**src/hw/gpa_regs.svh**
```systemverilog
// Register offsets, reset values and widths of the general-purpose port.
// Assumes inclusion by bare name; definitions only.
`ifndef GPA_REGS_SVH
`define GPA_REGS_SVH

// -----------------------------------------------------------------
// Geometry
// -----------------------------------------------------------------
`define GPA_WIDTH 8
`define GPA_ADDR_W 8

// -----------------------------------------------------------------
// Register offsets
// -----------------------------------------------------------------
`define GPA_OFS_INPUT 8'hd0
`define GPA_OFS_OUTPUT 8'hd1
`define GPA_OFS_DIR 8'hd2
`define GPA_OFS_FUNC 8'hd3

// -----------------------------------------------------------------
// Reset values
// -----------------------------------------------------------------
`define GPA_RST_DIR 8'h00
`define GPA_RST_FUNC 8'h00
`define GPA_RST_OUTPUT 8'h00
`define GPA_RST_INPUT 8'h00
`define GPA_RD_IDLE 8'h00

`endif

```
**src/hw/gpa_pkg.sv**
```systemverilog
// Types shared by the port modules.
// Assumes gpa_regs.svh is on the include path.
`include "gpa_regs.svh"

package gpa_pkg;

  // -----------------------------------------------------------------
  // Data types
  // -----------------------------------------------------------------
  typedef logic [`GPA_WIDTH-1:0] gpa_byte_t;
  typedef logic [`GPA_ADDR_W-1:0] gpa_addr_t;

  // One-hot register select
  typedef enum logic [4:0] {
    GPA_SEL_NONE = 5'h01,
    GPA_SEL_IN = 5'h02,
    GPA_SEL_OUT = 5'h04,
    GPA_SEL_DIR = 5'h08,
    GPA_SEL_FUNC = 5'h10
  } gpa_sel_t;

  // Top-level register state
  typedef struct packed {
    gpa_byte_t in_val;
    gpa_byte_t out_val;
    gpa_byte_t dir;
    gpa_byte_t func;
    gpa_byte_t rdata;
  } gpa_regs_t;

  // Synchroniser state
  typedef struct packed {
    gpa_byte_t stage1;
    gpa_byte_t stage2;
  } gpa_sync_t;

  // Pin driver state
  typedef struct packed {
    gpa_byte_t pin_out;
    gpa_byte_t pin_oe_n;
    gpa_byte_t schmitt_en;
  } gpa_drv_t;

endpackage : gpa_pkg

```
**src/hw/gpa_pin_if.sv**
```systemverilog
// Carrier between the register file and the pin driver.
// Assumes both ends share one clock.
`timescale 1ns/1ps

interface gpa_pin_if;
  import gpa_pkg::*;

  gpa_byte_t dir;
  gpa_byte_t out_val;
  gpa_byte_t od_sel;
  gpa_byte_t pin_out;
  gpa_byte_t pin_oe_n;
  gpa_byte_t schmitt_en;

  modport ctrl (
    output dir,
    output out_val,
    output od_sel,
    input pin_out,
    input pin_oe_n,
    input schmitt_en
  );

  modport drv (
    input dir,
    input out_val,
    input od_sel,
    output pin_out,
    output pin_oe_n,
    output schmitt_en
  );
endinterface : gpa_pin_if

```
**src/hw/gpa_sync.sv**
```systemverilog
// Two-stage synchroniser for the port pins.
// Assumes pins are asynchronous to i_clk.
`timescale 1ns/1ps

module gpa_sync (
  input wire logic i_clk,
  input wire logic i_rst_n,
  input wire gpa_pkg::gpa_byte_t i_d,
  output gpa_pkg::gpa_byte_t o_q
);
  import gpa_pkg::*;

  gpa_sync_t st_r;
  gpa_sync_t st_nxt;

  // -----------------------------------------------------------------
  // Two flop stages; first stage feeds only the second
  // -----------------------------------------------------------------
  always_comb
  begin
    st_nxt = st_r;
    st_nxt.stage1 = i_d;
    st_nxt.stage2 = st_r.stage1;
  end

  always_ff @(posedge i_clk or negedge i_rst_n)
  begin
    if (!i_rst_n)
    begin
      st_r <= '0;
    end
    else
    begin
      st_r <= st_nxt;
    end
  end

  assign o_q = st_r.stage2;

endmodule : gpa_sync

```
**src/hw/gpa_pin_drv.sv**
```systemverilog
// Pin driver: push-pull or open-drain, plus input buffer enable.
// Assumes the pad resolves the wire from the active-low enable.
`timescale 1ns/1ps
`include "gpa_regs.svh"

module gpa_pin_drv (
  input wire logic i_clk,
  input wire logic i_rst_n,
  gpa_pin_if.drv pif
);
  import gpa_pkg::*;

  gpa_drv_t st_r;
  gpa_drv_t st_nxt;

  // -----------------------------------------------------------------
  // Drive selection
  // -----------------------------------------------------------------
  // Open-drain drives only a low; a high releases the pin.
  always_comb
  begin
    st_nxt = st_r;
    for (int b = 0; b < `GPA_WIDTH; b++)
    begin
      if (pif.dir[b])
      begin
        if (pif.od_sel[b])
        begin
          st_nxt.pin_out[b] = 1'b0;
          st_nxt.pin_oe_n[b] = pif.out_val[b];
        end
        else
        begin
          st_nxt.pin_out[b] = pif.out_val[b];
          st_nxt.pin_oe_n[b] = 1'b0;
        end
      end
      else
      begin
        // Output bit of an input pin has no hardware effect
        st_nxt.pin_out[b] = 1'b0;
        st_nxt.pin_oe_n[b] = 1'b1;
      end
      st_nxt.schmitt_en[b] = ~pif.dir[b];
    end
  end

  // Reset leaves every pin released, buffers on
  always_ff @(posedge i_clk or negedge i_rst_n)
  begin
    if (!i_rst_n)
    begin
      st_r.pin_out <= 8'h00;
      st_r.pin_oe_n <= 8'hff;
      st_r.schmitt_en <= 8'hff;
    end
    else
    begin
      st_r <= st_nxt;
    end
  end

  assign pif.pin_out = st_r.pin_out;
  assign pif.pin_oe_n = st_r.pin_oe_n;
  assign pif.schmitt_en = st_r.schmitt_en;

endmodule : gpa_pin_drv

```
**src/hw/gpa_port.sv**
```systemverilog
// Bit-wise general-purpose port: register file, synchroniser, driver.
// Assumes a single-cycle strobe bus on i_clk and pins from the pad ring.
//
// Behaviour
// - Direction bit 1 output, 0 input
// - Input pins pass two stages first
// - Input write overwritten next cycle by sample
// - Output bits keep written input value
// - Output bits never sample own pin
// - Output pin driven from output register
// - Unused register bit holds, no effect
// - Output register reads held value
// - Output bits disable input buffer
// - Output updates on rising clock edge
// - Any register access order, any time
// - Function bit picks push-pull or open-drain
// - Direction register at address d2
// - Reset clears all direction bits
// - Reset clears function register
`timescale 1ns/1ps
`include "gpa_regs.svh"

module gpa_port (
  input wire logic i_clk,
  input wire logic i_rst_n,
  input wire gpa_pkg::gpa_addr_t i_addr,
  input wire gpa_pkg::gpa_byte_t i_wdata,
  input wire logic i_wr,
  input wire logic i_rd,
  output gpa_pkg::gpa_byte_t o_rdata,
  input wire gpa_pkg::gpa_byte_t i_pin,
  output gpa_pkg::gpa_byte_t o_pin_out,
  output gpa_pkg::gpa_byte_t o_pin_oe_n,
  output gpa_pkg::gpa_byte_t o_schmitt_en
);
  import gpa_pkg::*;

  gpa_regs_t st_r;
  gpa_regs_t st_nxt;
  gpa_byte_t pin_sync;
  gpa_sel_t sel;

  gpa_pin_if pif ();

  // -----------------------------------------------------------------
  // Address decode
  // -----------------------------------------------------------------
  function automatic gpa_sel_t decode(input gpa_addr_t addr);
    gpa_sel_t s;
    s = GPA_SEL_NONE;
    case (addr)
      `GPA_OFS_INPUT: s = GPA_SEL_IN;
      `GPA_OFS_OUTPUT: s = GPA_SEL_OUT;
      `GPA_OFS_DIR: s = GPA_SEL_DIR;
      `GPA_OFS_FUNC: s = GPA_SEL_FUNC;
      default: s = GPA_SEL_NONE;
    endcase
    return s;
  endfunction : decode

  assign sel = decode(i_addr);

  // -----------------------------------------------------------------
  // Pin synchroniser
  // -----------------------------------------------------------------
  gpa_sync u_sync (
    .i_clk(i_clk),
    .i_rst_n(i_rst_n),
    .i_d(i_pin),
    .o_q(pin_sync)
  );

  // -----------------------------------------------------------------
  // Register file
  // -----------------------------------------------------------------
  // Registers are independent, so no access ordering is imposed.
  always_comb
  begin
    st_nxt = st_r;
    // Input pins reload the sample; output pins hold the last write
    st_nxt.in_val = (st_r.in_val & st_r.dir)
      | (pin_sync & ~st_r.dir);
    st_nxt.rdata = `GPA_RD_IDLE;
    if (i_wr)
    begin
      unique case (sel)
        GPA_SEL_IN: st_nxt.in_val = i_wdata;
        GPA_SEL_OUT: st_nxt.out_val = i_wdata;
        GPA_SEL_DIR: st_nxt.dir = i_wdata;
        GPA_SEL_FUNC: st_nxt.func = i_wdata;
        GPA_SEL_NONE: st_nxt.rdata = `GPA_RD_IDLE;
      endcase
    end
    if (i_rd)
    begin
      unique case (sel)
        GPA_SEL_IN: st_nxt.rdata = st_r.in_val;
        GPA_SEL_OUT: st_nxt.rdata = st_r.out_val;
        GPA_SEL_DIR: st_nxt.rdata = st_r.dir;
        GPA_SEL_FUNC: st_nxt.rdata = st_r.func;
        GPA_SEL_NONE: st_nxt.rdata = `GPA_RD_IDLE;
      endcase
    end
  end

  always_ff @(posedge i_clk or negedge i_rst_n)
  begin
    if (!i_rst_n)
    begin
      st_r.in_val <= `GPA_RST_INPUT;
      st_r.out_val <= `GPA_RST_OUTPUT;
      st_r.dir <= `GPA_RST_DIR;
      st_r.func <= `GPA_RST_FUNC;
      st_r.rdata <= `GPA_RD_IDLE;
    end
    else
    begin
      st_r <= st_nxt;
    end
  end

  // -----------------------------------------------------------------
  // Pin driver
  // -----------------------------------------------------------------
  // Costs one cycle from register write to pad, keeps pads glitch-free.
  assign pif.dir = st_r.dir;
  assign pif.out_val = st_r.out_val;
  assign pif.od_sel = st_r.func;

  gpa_pin_drv u_drv (
    .i_clk(i_clk),
    .i_rst_n(i_rst_n),
    .pif(pif)
  );

  assign o_rdata = st_r.rdata;
  assign o_pin_out = pif.pin_out;
  assign o_pin_oe_n = pif.pin_oe_n;
  assign o_schmitt_en = pif.schmitt_en;

endmodule : gpa_port

```
**config.mk**
```make
export PLATFORM = sky130hd
export DESIGN_NAME = gpa_port
export DESIGN_NICKNAME = d
export VERILOG_FILES = /design/src/hw/gpa_pkg.sv /design/src/hw/gpa_pin_if.sv /design/src/hw/gpa_sync.sv /design/src/hw/gpa_pin_drv.sv /design/src/hw/gpa_port.sv
export VERILOG_INCLUDE_DIRS = /design/src /design/src/hw
export SDC_FILE = /design/constraint.sdc
export NUM_CORES = 1
export LEC_CHECK = 0
export BUFFER_PORTS_ARGS = -buffer_cell sky130_fd_sc_hd__buf_2
export CELL_PAD_IN_SITES_DETAIL_PLACEMENT = 1
export CELL_PAD_IN_SITES_GLOBAL_PLACEMENT = 1
export CORE_AREA = 2 2 104 106
export DETAILED_ROUTE_END_ITERATION = 7
export DIE_AREA = 0 0 106 108
export PLACE_DENSITY = 0.63
export SKIP_LAST_GASP = 1
export SYNTH_ARGS = -nofsm -noshare
export SYNTH_HDL_FRONTEND = slang
export SYNTH_SLANG_ARGS = --single-unit
```
**constraint.sdc**
```tcl
create_clock -name i_clk -period 2.7 [get_ports i_clk]
set_input_delay 0.27 -clock i_clk [delete_from_list [all_inputs] [get_ports i_clk]]
set_output_delay 0.27 -clock i_clk [all_outputs]
set_load 0.02 [all_outputs]
```
## Word level (Yosys, flattened, before mapping)

Cells that the tools add are included.

- Eq/ne operators: 9
- Mux-type cells: 40
- Bitwise operators: 12
- Reduce and logical (&&, ||, !) cells: 3

Operators with widths:

| operator | number |
|---|---|
| two-way mux 40 bit | 1 |
| two-way mux 8 bit | 5 |
| case mux 8 bit (5 select lines) | 1 |
| == test 8 bit (second input constant) | 4 |
| two-way mux 1 bit | 32 |
| case mux 5 bit (4 select lines) | 1 |
| bitwise AND 8 bit | 2 |
| inverter 1 bit | 8 |
| inverter 8 bit | 1 |
| OR 8 bit | 1 |
| AND reduction 2 bit | 3 |
| == test 5 x 1 -> 1 bit (second input constant) | 1 |
| == test 5 x 2 -> 1 bit (second input constant) | 1 |
| == test 5 x 3 -> 1 bit (second input constant) | 1 |
| == test 5 x 4 -> 1 bit (second input constant) | 1 |
| == test 5 bit (second input constant) | 1 |

- Flip-flop bits (word level): 80
- Logic and storage cells: 74

## Depth between registers and ports, before layout

- Depth after elaboration: 6
- Mapped depth: 4
- Depth with buffers taken out: 3

## Cells and area by module

Synthesis repeated with hierarchy kept, for this count alone.

- Cell total of the unflattened synthesis: 182
- Area, all modules: 3096.7 µm²

By module, submodules not included:

| module | instances | cells an instance | area an instance (µm²) | sequential area each (µm²) |
|---|---|---|---|---|
| gpa_port | 1 | 118 | 1885.6 | 1001.0 |
| gpa_pin_drv | 1 | 48 | 810.8 | 620.6 |
| gpa_sync | 1 | 16 | 400.4 | 400.4 |

## Worst setup path after synthesis

OpenSTA, ideal clock, no wires.

- Kind: in2reg
- From: input port i_addr[5]
- To: register pif.out_val[0] (netlist name)
- Setup time: 0.125 ns
- Data arrival time: 1.782 ns
- Data required time: 2.575 ns
- Setup slack: 0.793 ns
- Stages: 4
- Path through: or4b_1 > buf_2 > nor4b_4 > mux2_2

- Cells in the longest elaborated chain, start to end: 4
- Elaborated cells on any way between the ends: 7
- Classes of those cells: 5 x eq/ne; 1 x mux; 1 x reduce/logical

RTL lines:

| what | line | text |
|---|---|---|
| start: declaration | gpa_port.sv:26 | `input wire gpa_pkg::gpa_addr_t i_addr,` |
| == test 8 bit | gpa_port.sv:51 | `case (addr)` |
| case mux 5 bit (4 select lines) (*) | gpa_port.sv:51 |  |
| == test 5 x 3 -> 1 bit (*) | gpa_port.sv:86 | `unique case (sel)` |
| AND reduction 2 bit (no line) (*) | -- |  |

Every way passes the cells marked *; elsewhere a longest branch is shown, timed or not.
A chain may end at the register's enable or synchronous reset.

==> summary.txt <==
Final layout
  – Reg area: 2020 µm²
  – Layout fillers: roughly 1100
  – Share of layout cells above drive strength 1: a little under three fifths
  – Synthesis-to-finish area growth: 21.2%
  – Nets: 283
  – Utilization of the core after routing: 36.0%
  – Footprint of the multi-input gates: 917 µm²
  – Antenna diodes: 0

STA
  – Final setup viols: 0
  – Crit path time final: 1.94 ns
  – Final number of max-transition violations: 0
  – Slew @ Worst Pin: 0.976 ns
  – Final hold violations: 0
  – Final Cycle Share: a little under three quarters
  – Max Clk Rate: 517 MHz
  – Max-slew headroom at the worst pin: 34.9%
  – Setup repair after global routing missed its margin: false
  – Final setup skew: 0.00682 ns
  – Fin worst setup slack: 0.764 ns
  – Final sum of negative setup slack: 0 ns
  – Final hold slack: 0.0292 ns

Synthesis
  – Post-Synthesis Cells: 190
  – Yosys warning total: 0
  – Asr flop ratio synth: 100%
  – Count of distinct cell types in the synthesized netlist: 19
  – Synth Net Count: 218
  – Netlist area before placement: 3040 µm²
  – Post-synth EDFFs: 0
  – Predominant post-synthesis flop cell: dfrtp_1
  – Share of synthesized area occupied by flip-flops and latches: 66.5%
  – Number of synthesized register bits: 80
  – Average footprint of a synthesized cell: 16.0 µm²

Global routing
  – Pin count of the biggest net entering global routing: 81
  – First-pass GRT wire length: roughly 9.9 mm
  – Initial antenna violation count: 0
  – Aggregate global-route resource usage: between 10% and 20%
  – Number of global-route vias before repair: 1896
  – Leftover overflow at the end of global routing: 0

Place
  – Quantity of I/O buffers inserted on ports: 59
  – Post-detail-place hpwl: 4.22 mm
  – Pre-CTS setup slack: 0.381 ns
  – Weighted congestion at the end of routability-driven global placement: 0.695

Clock tree
  – Clk_lat worst skew: 0.34 ns
  – CTS tree: done
  – Clock root cell: clkbuf_8
  – Clk slew on worst S/H paths: 0.08 ns
  – Number of instances resized during post-cts repair: 0
  – Max clock buf depth: 2
  – Number of sinks on the clock net: 80
  – CTS hold repair buffers: 0
  – Post-CTS Repair Setup Buffers: 0
  – H-tree lvl count: 3
  – Number of buffers created by CTS: 9

Worst setup path
  – Count of cells along the worst register-to-register path: 2
  – Setup slack on the worst flop-to-flop path: 1.46 ns
  – Cell family with the largest share of critical-path delay: simple AND/OR/NAND/NOR gates
  – Worst path bufs/invs: 1
  – Endpoint class of the critical path: flop
  – Slowest CP cell: or4b_1
  – Crit-path cells: buf_2 > or4b_1 > nor4_4 > mux2_2
  – Worst reg2reg path endpoint: o_rdata[2]
  – Required time reported for the critical path endpoint: 2.92 ns
  – Critical path origin: i_addr[5]
  – Largest driver fanout on the critical path: 8
  – Worst Setup Start Kind: input pin
  – Type of the worst setup path: in2reg
  – Largest stage delay, worst path: slightly above 0.7 ns
  – Critical Path AT: 2.16 ns
  – Startpoint of the most critical register-to-register path: pif.dir[2]

Route
  – First drt pass iteration count: 3
  – Detailed Route WL: 6.07 mm
  – Antenna-violating nets left: 0
  – Via Count: 1724
  – Post-detailed-route wirelength per cell: 15.3 µm
  – DR vias/cell: approximately 4.4
  – 1st-iter DRT viols: 40
  – Post-detailed-route DRC marker count: 0

Outcome
  – Result of the run: complete, no violations

Min path
  – Worst min-delay path category: in2reg
  – Worst hold path cell count: 1
  – Endpoint of the worst hold-timing path: u_sync.st_nxt[4]
  – Source of the worst hold timing path: i_pin[4]

Floorplan
  – Area enclosed by the die boundary: around 11000 µm²
  – Overall die width: 106 µm
  – Effective utilization at floorplan: about 30%
  – Die height: 108 µm
  – Number of rows created at floorplan: 37
  – Number of top-level design ports: 60
  – Core region area: 10200 µm²

Power and ir drop
  – Power density over cell area: 628 nW/µm²
  – Switching power share of the total: roughly 22%
  – Worst-case vdd ir drop: between 0.0002 and 0.00025 V
  – Cell-internal power: 1.80 mW
  – Share of total power in combinational logic: around 6.7%
  – Leakage dissipation: 1.71 nW
  – Clock network power share: 37.9%
  – Sw power: roughly 0.51 mW
  – Relative contribution of sequential cells to total power: a little under three fifths

Run
  – Maxcap violations: 0
-- worst max path at each step --
stage                     depth (start not counted)              to  slack, ns
after floorplan                                   4  pif.out_val[0]       0.79
after global placement                            4        st_r[33]       0.42
after detailed placement                          4        st_r[36]       0.38
after CTS                                         4        st_r[39]       0.74
after global routing                              4        st_r[33]       0.70
final                                             4        st_r[39]       0.76
-- logic make-up (layout without fill, tap and decap cells) --
logic type / after synthesis / count (layout) / share of synthesized area (%)
multiplexers: 48 / 48 / 20.7
AND/OR/NAND/NOR: 42 / 42 / 9.22
buffers and inverters: 20 / 90 / 3.54
flip-flops: 80 / 80 / 66.5
-- synth_stat cells, types with 2 or more instances --
cell,number,area [µm²]
dfrtp_1,64,1600
nor3b_1,7,52.6
buf_4,8,60.1
mux4_2,8,180
mux2_2,39,439
and3_1,9,56.3
dfstp_2,16,420
nand2_1,18,67.6
buf_2,2,10.0
inv_1,9,33.8
nor4_4,2,42.5
-- power by group through the flow --
stage          combinational [mW]  clock [mW]  sequential (mW)
2_1_floorplan              0.0682           0             1.31
3_3_place_gp                0.155           0             1.30
3_5_place_dp                0.159           0             1.31
4_1_cts                     0.160       0.910             1.28
5_1_grt                     0.172       0.952             1.29
6_report                    0.154       0.876             1.28
-- cells in the final DEF, fill, tap and decap left out --
cell and instances:
and3_1 9, buf_2 58, buf_4 7, bufinv_16 1, clkbuf_1 2, clkbuf_8 11
clkinv_2 2, dfrtp_1 64, dfstp_2 16, inv_1 9, mux2_1 1, mux2_2 39
mux4_2 8, nand2_1 18, nand3_1 1, nor2_1 1, nor3_2 1, nor3b_1 7
nor4_4 2, nor4b_2 1, nor4b_4 1, or4b_1 1
-- stage by stage --
step / area (µm²) / total power, mW / std cells
2_1_floorplan: 3040 / 1.38 / 190
3_3_place_gp: 3490 / 1.46 / 380
3_5_place_dp: 3490 / 1.47 / 380
4_1_cts: 3680 / 2.35 / 396
5_1_grt: 3680 / 2.41 / 396
6_report: 3680 / 2.31 / 396
-- area by class of cell --
| cell class | count | share of cell area [%] |
|---|---|---|
| repair buffers | 65 | 9.30 |
| clock buffers | 13 | 4.31 |
| flip-flops and latches | 80 | 54.9 |
| inverters | 9 | 0.917 |
| clock inverters | 3 | 1.09 |
| well taps | 136 | 4.62 |
| multi-input cells | 90 | 24.9 |
-- registers in the layout, indices dropped and copies added (netlist names) --
| register | count |
|---|---|
| o_rdata | 8 |
| pif.dir | 8 |
| pif.od_sel | 8 |
| pif.out_val | 8 |
| st_r | 8 |
| u_drv.pif.pin_oe_n | 8 |
| u_drv.pif.pin_out | 8 |
| u_drv.pif.schmitt_en | 8 |
| u_sync.o_q | 8 |
| u_sync.st_nxt | 8 |
-- layer usage --
metal | up-vias | global-route usage [%] | wire length, µm
li1 | 784 | - | -
met1 | 885 | 15.1 | 2700
met2 | 45 | 18.3 | 2980
met3 | 10 | 2.77 | 260
met4 | 0 | 5.64 | 124
met5 | - | 0 | 0
(Power assumes the default switching activity.)
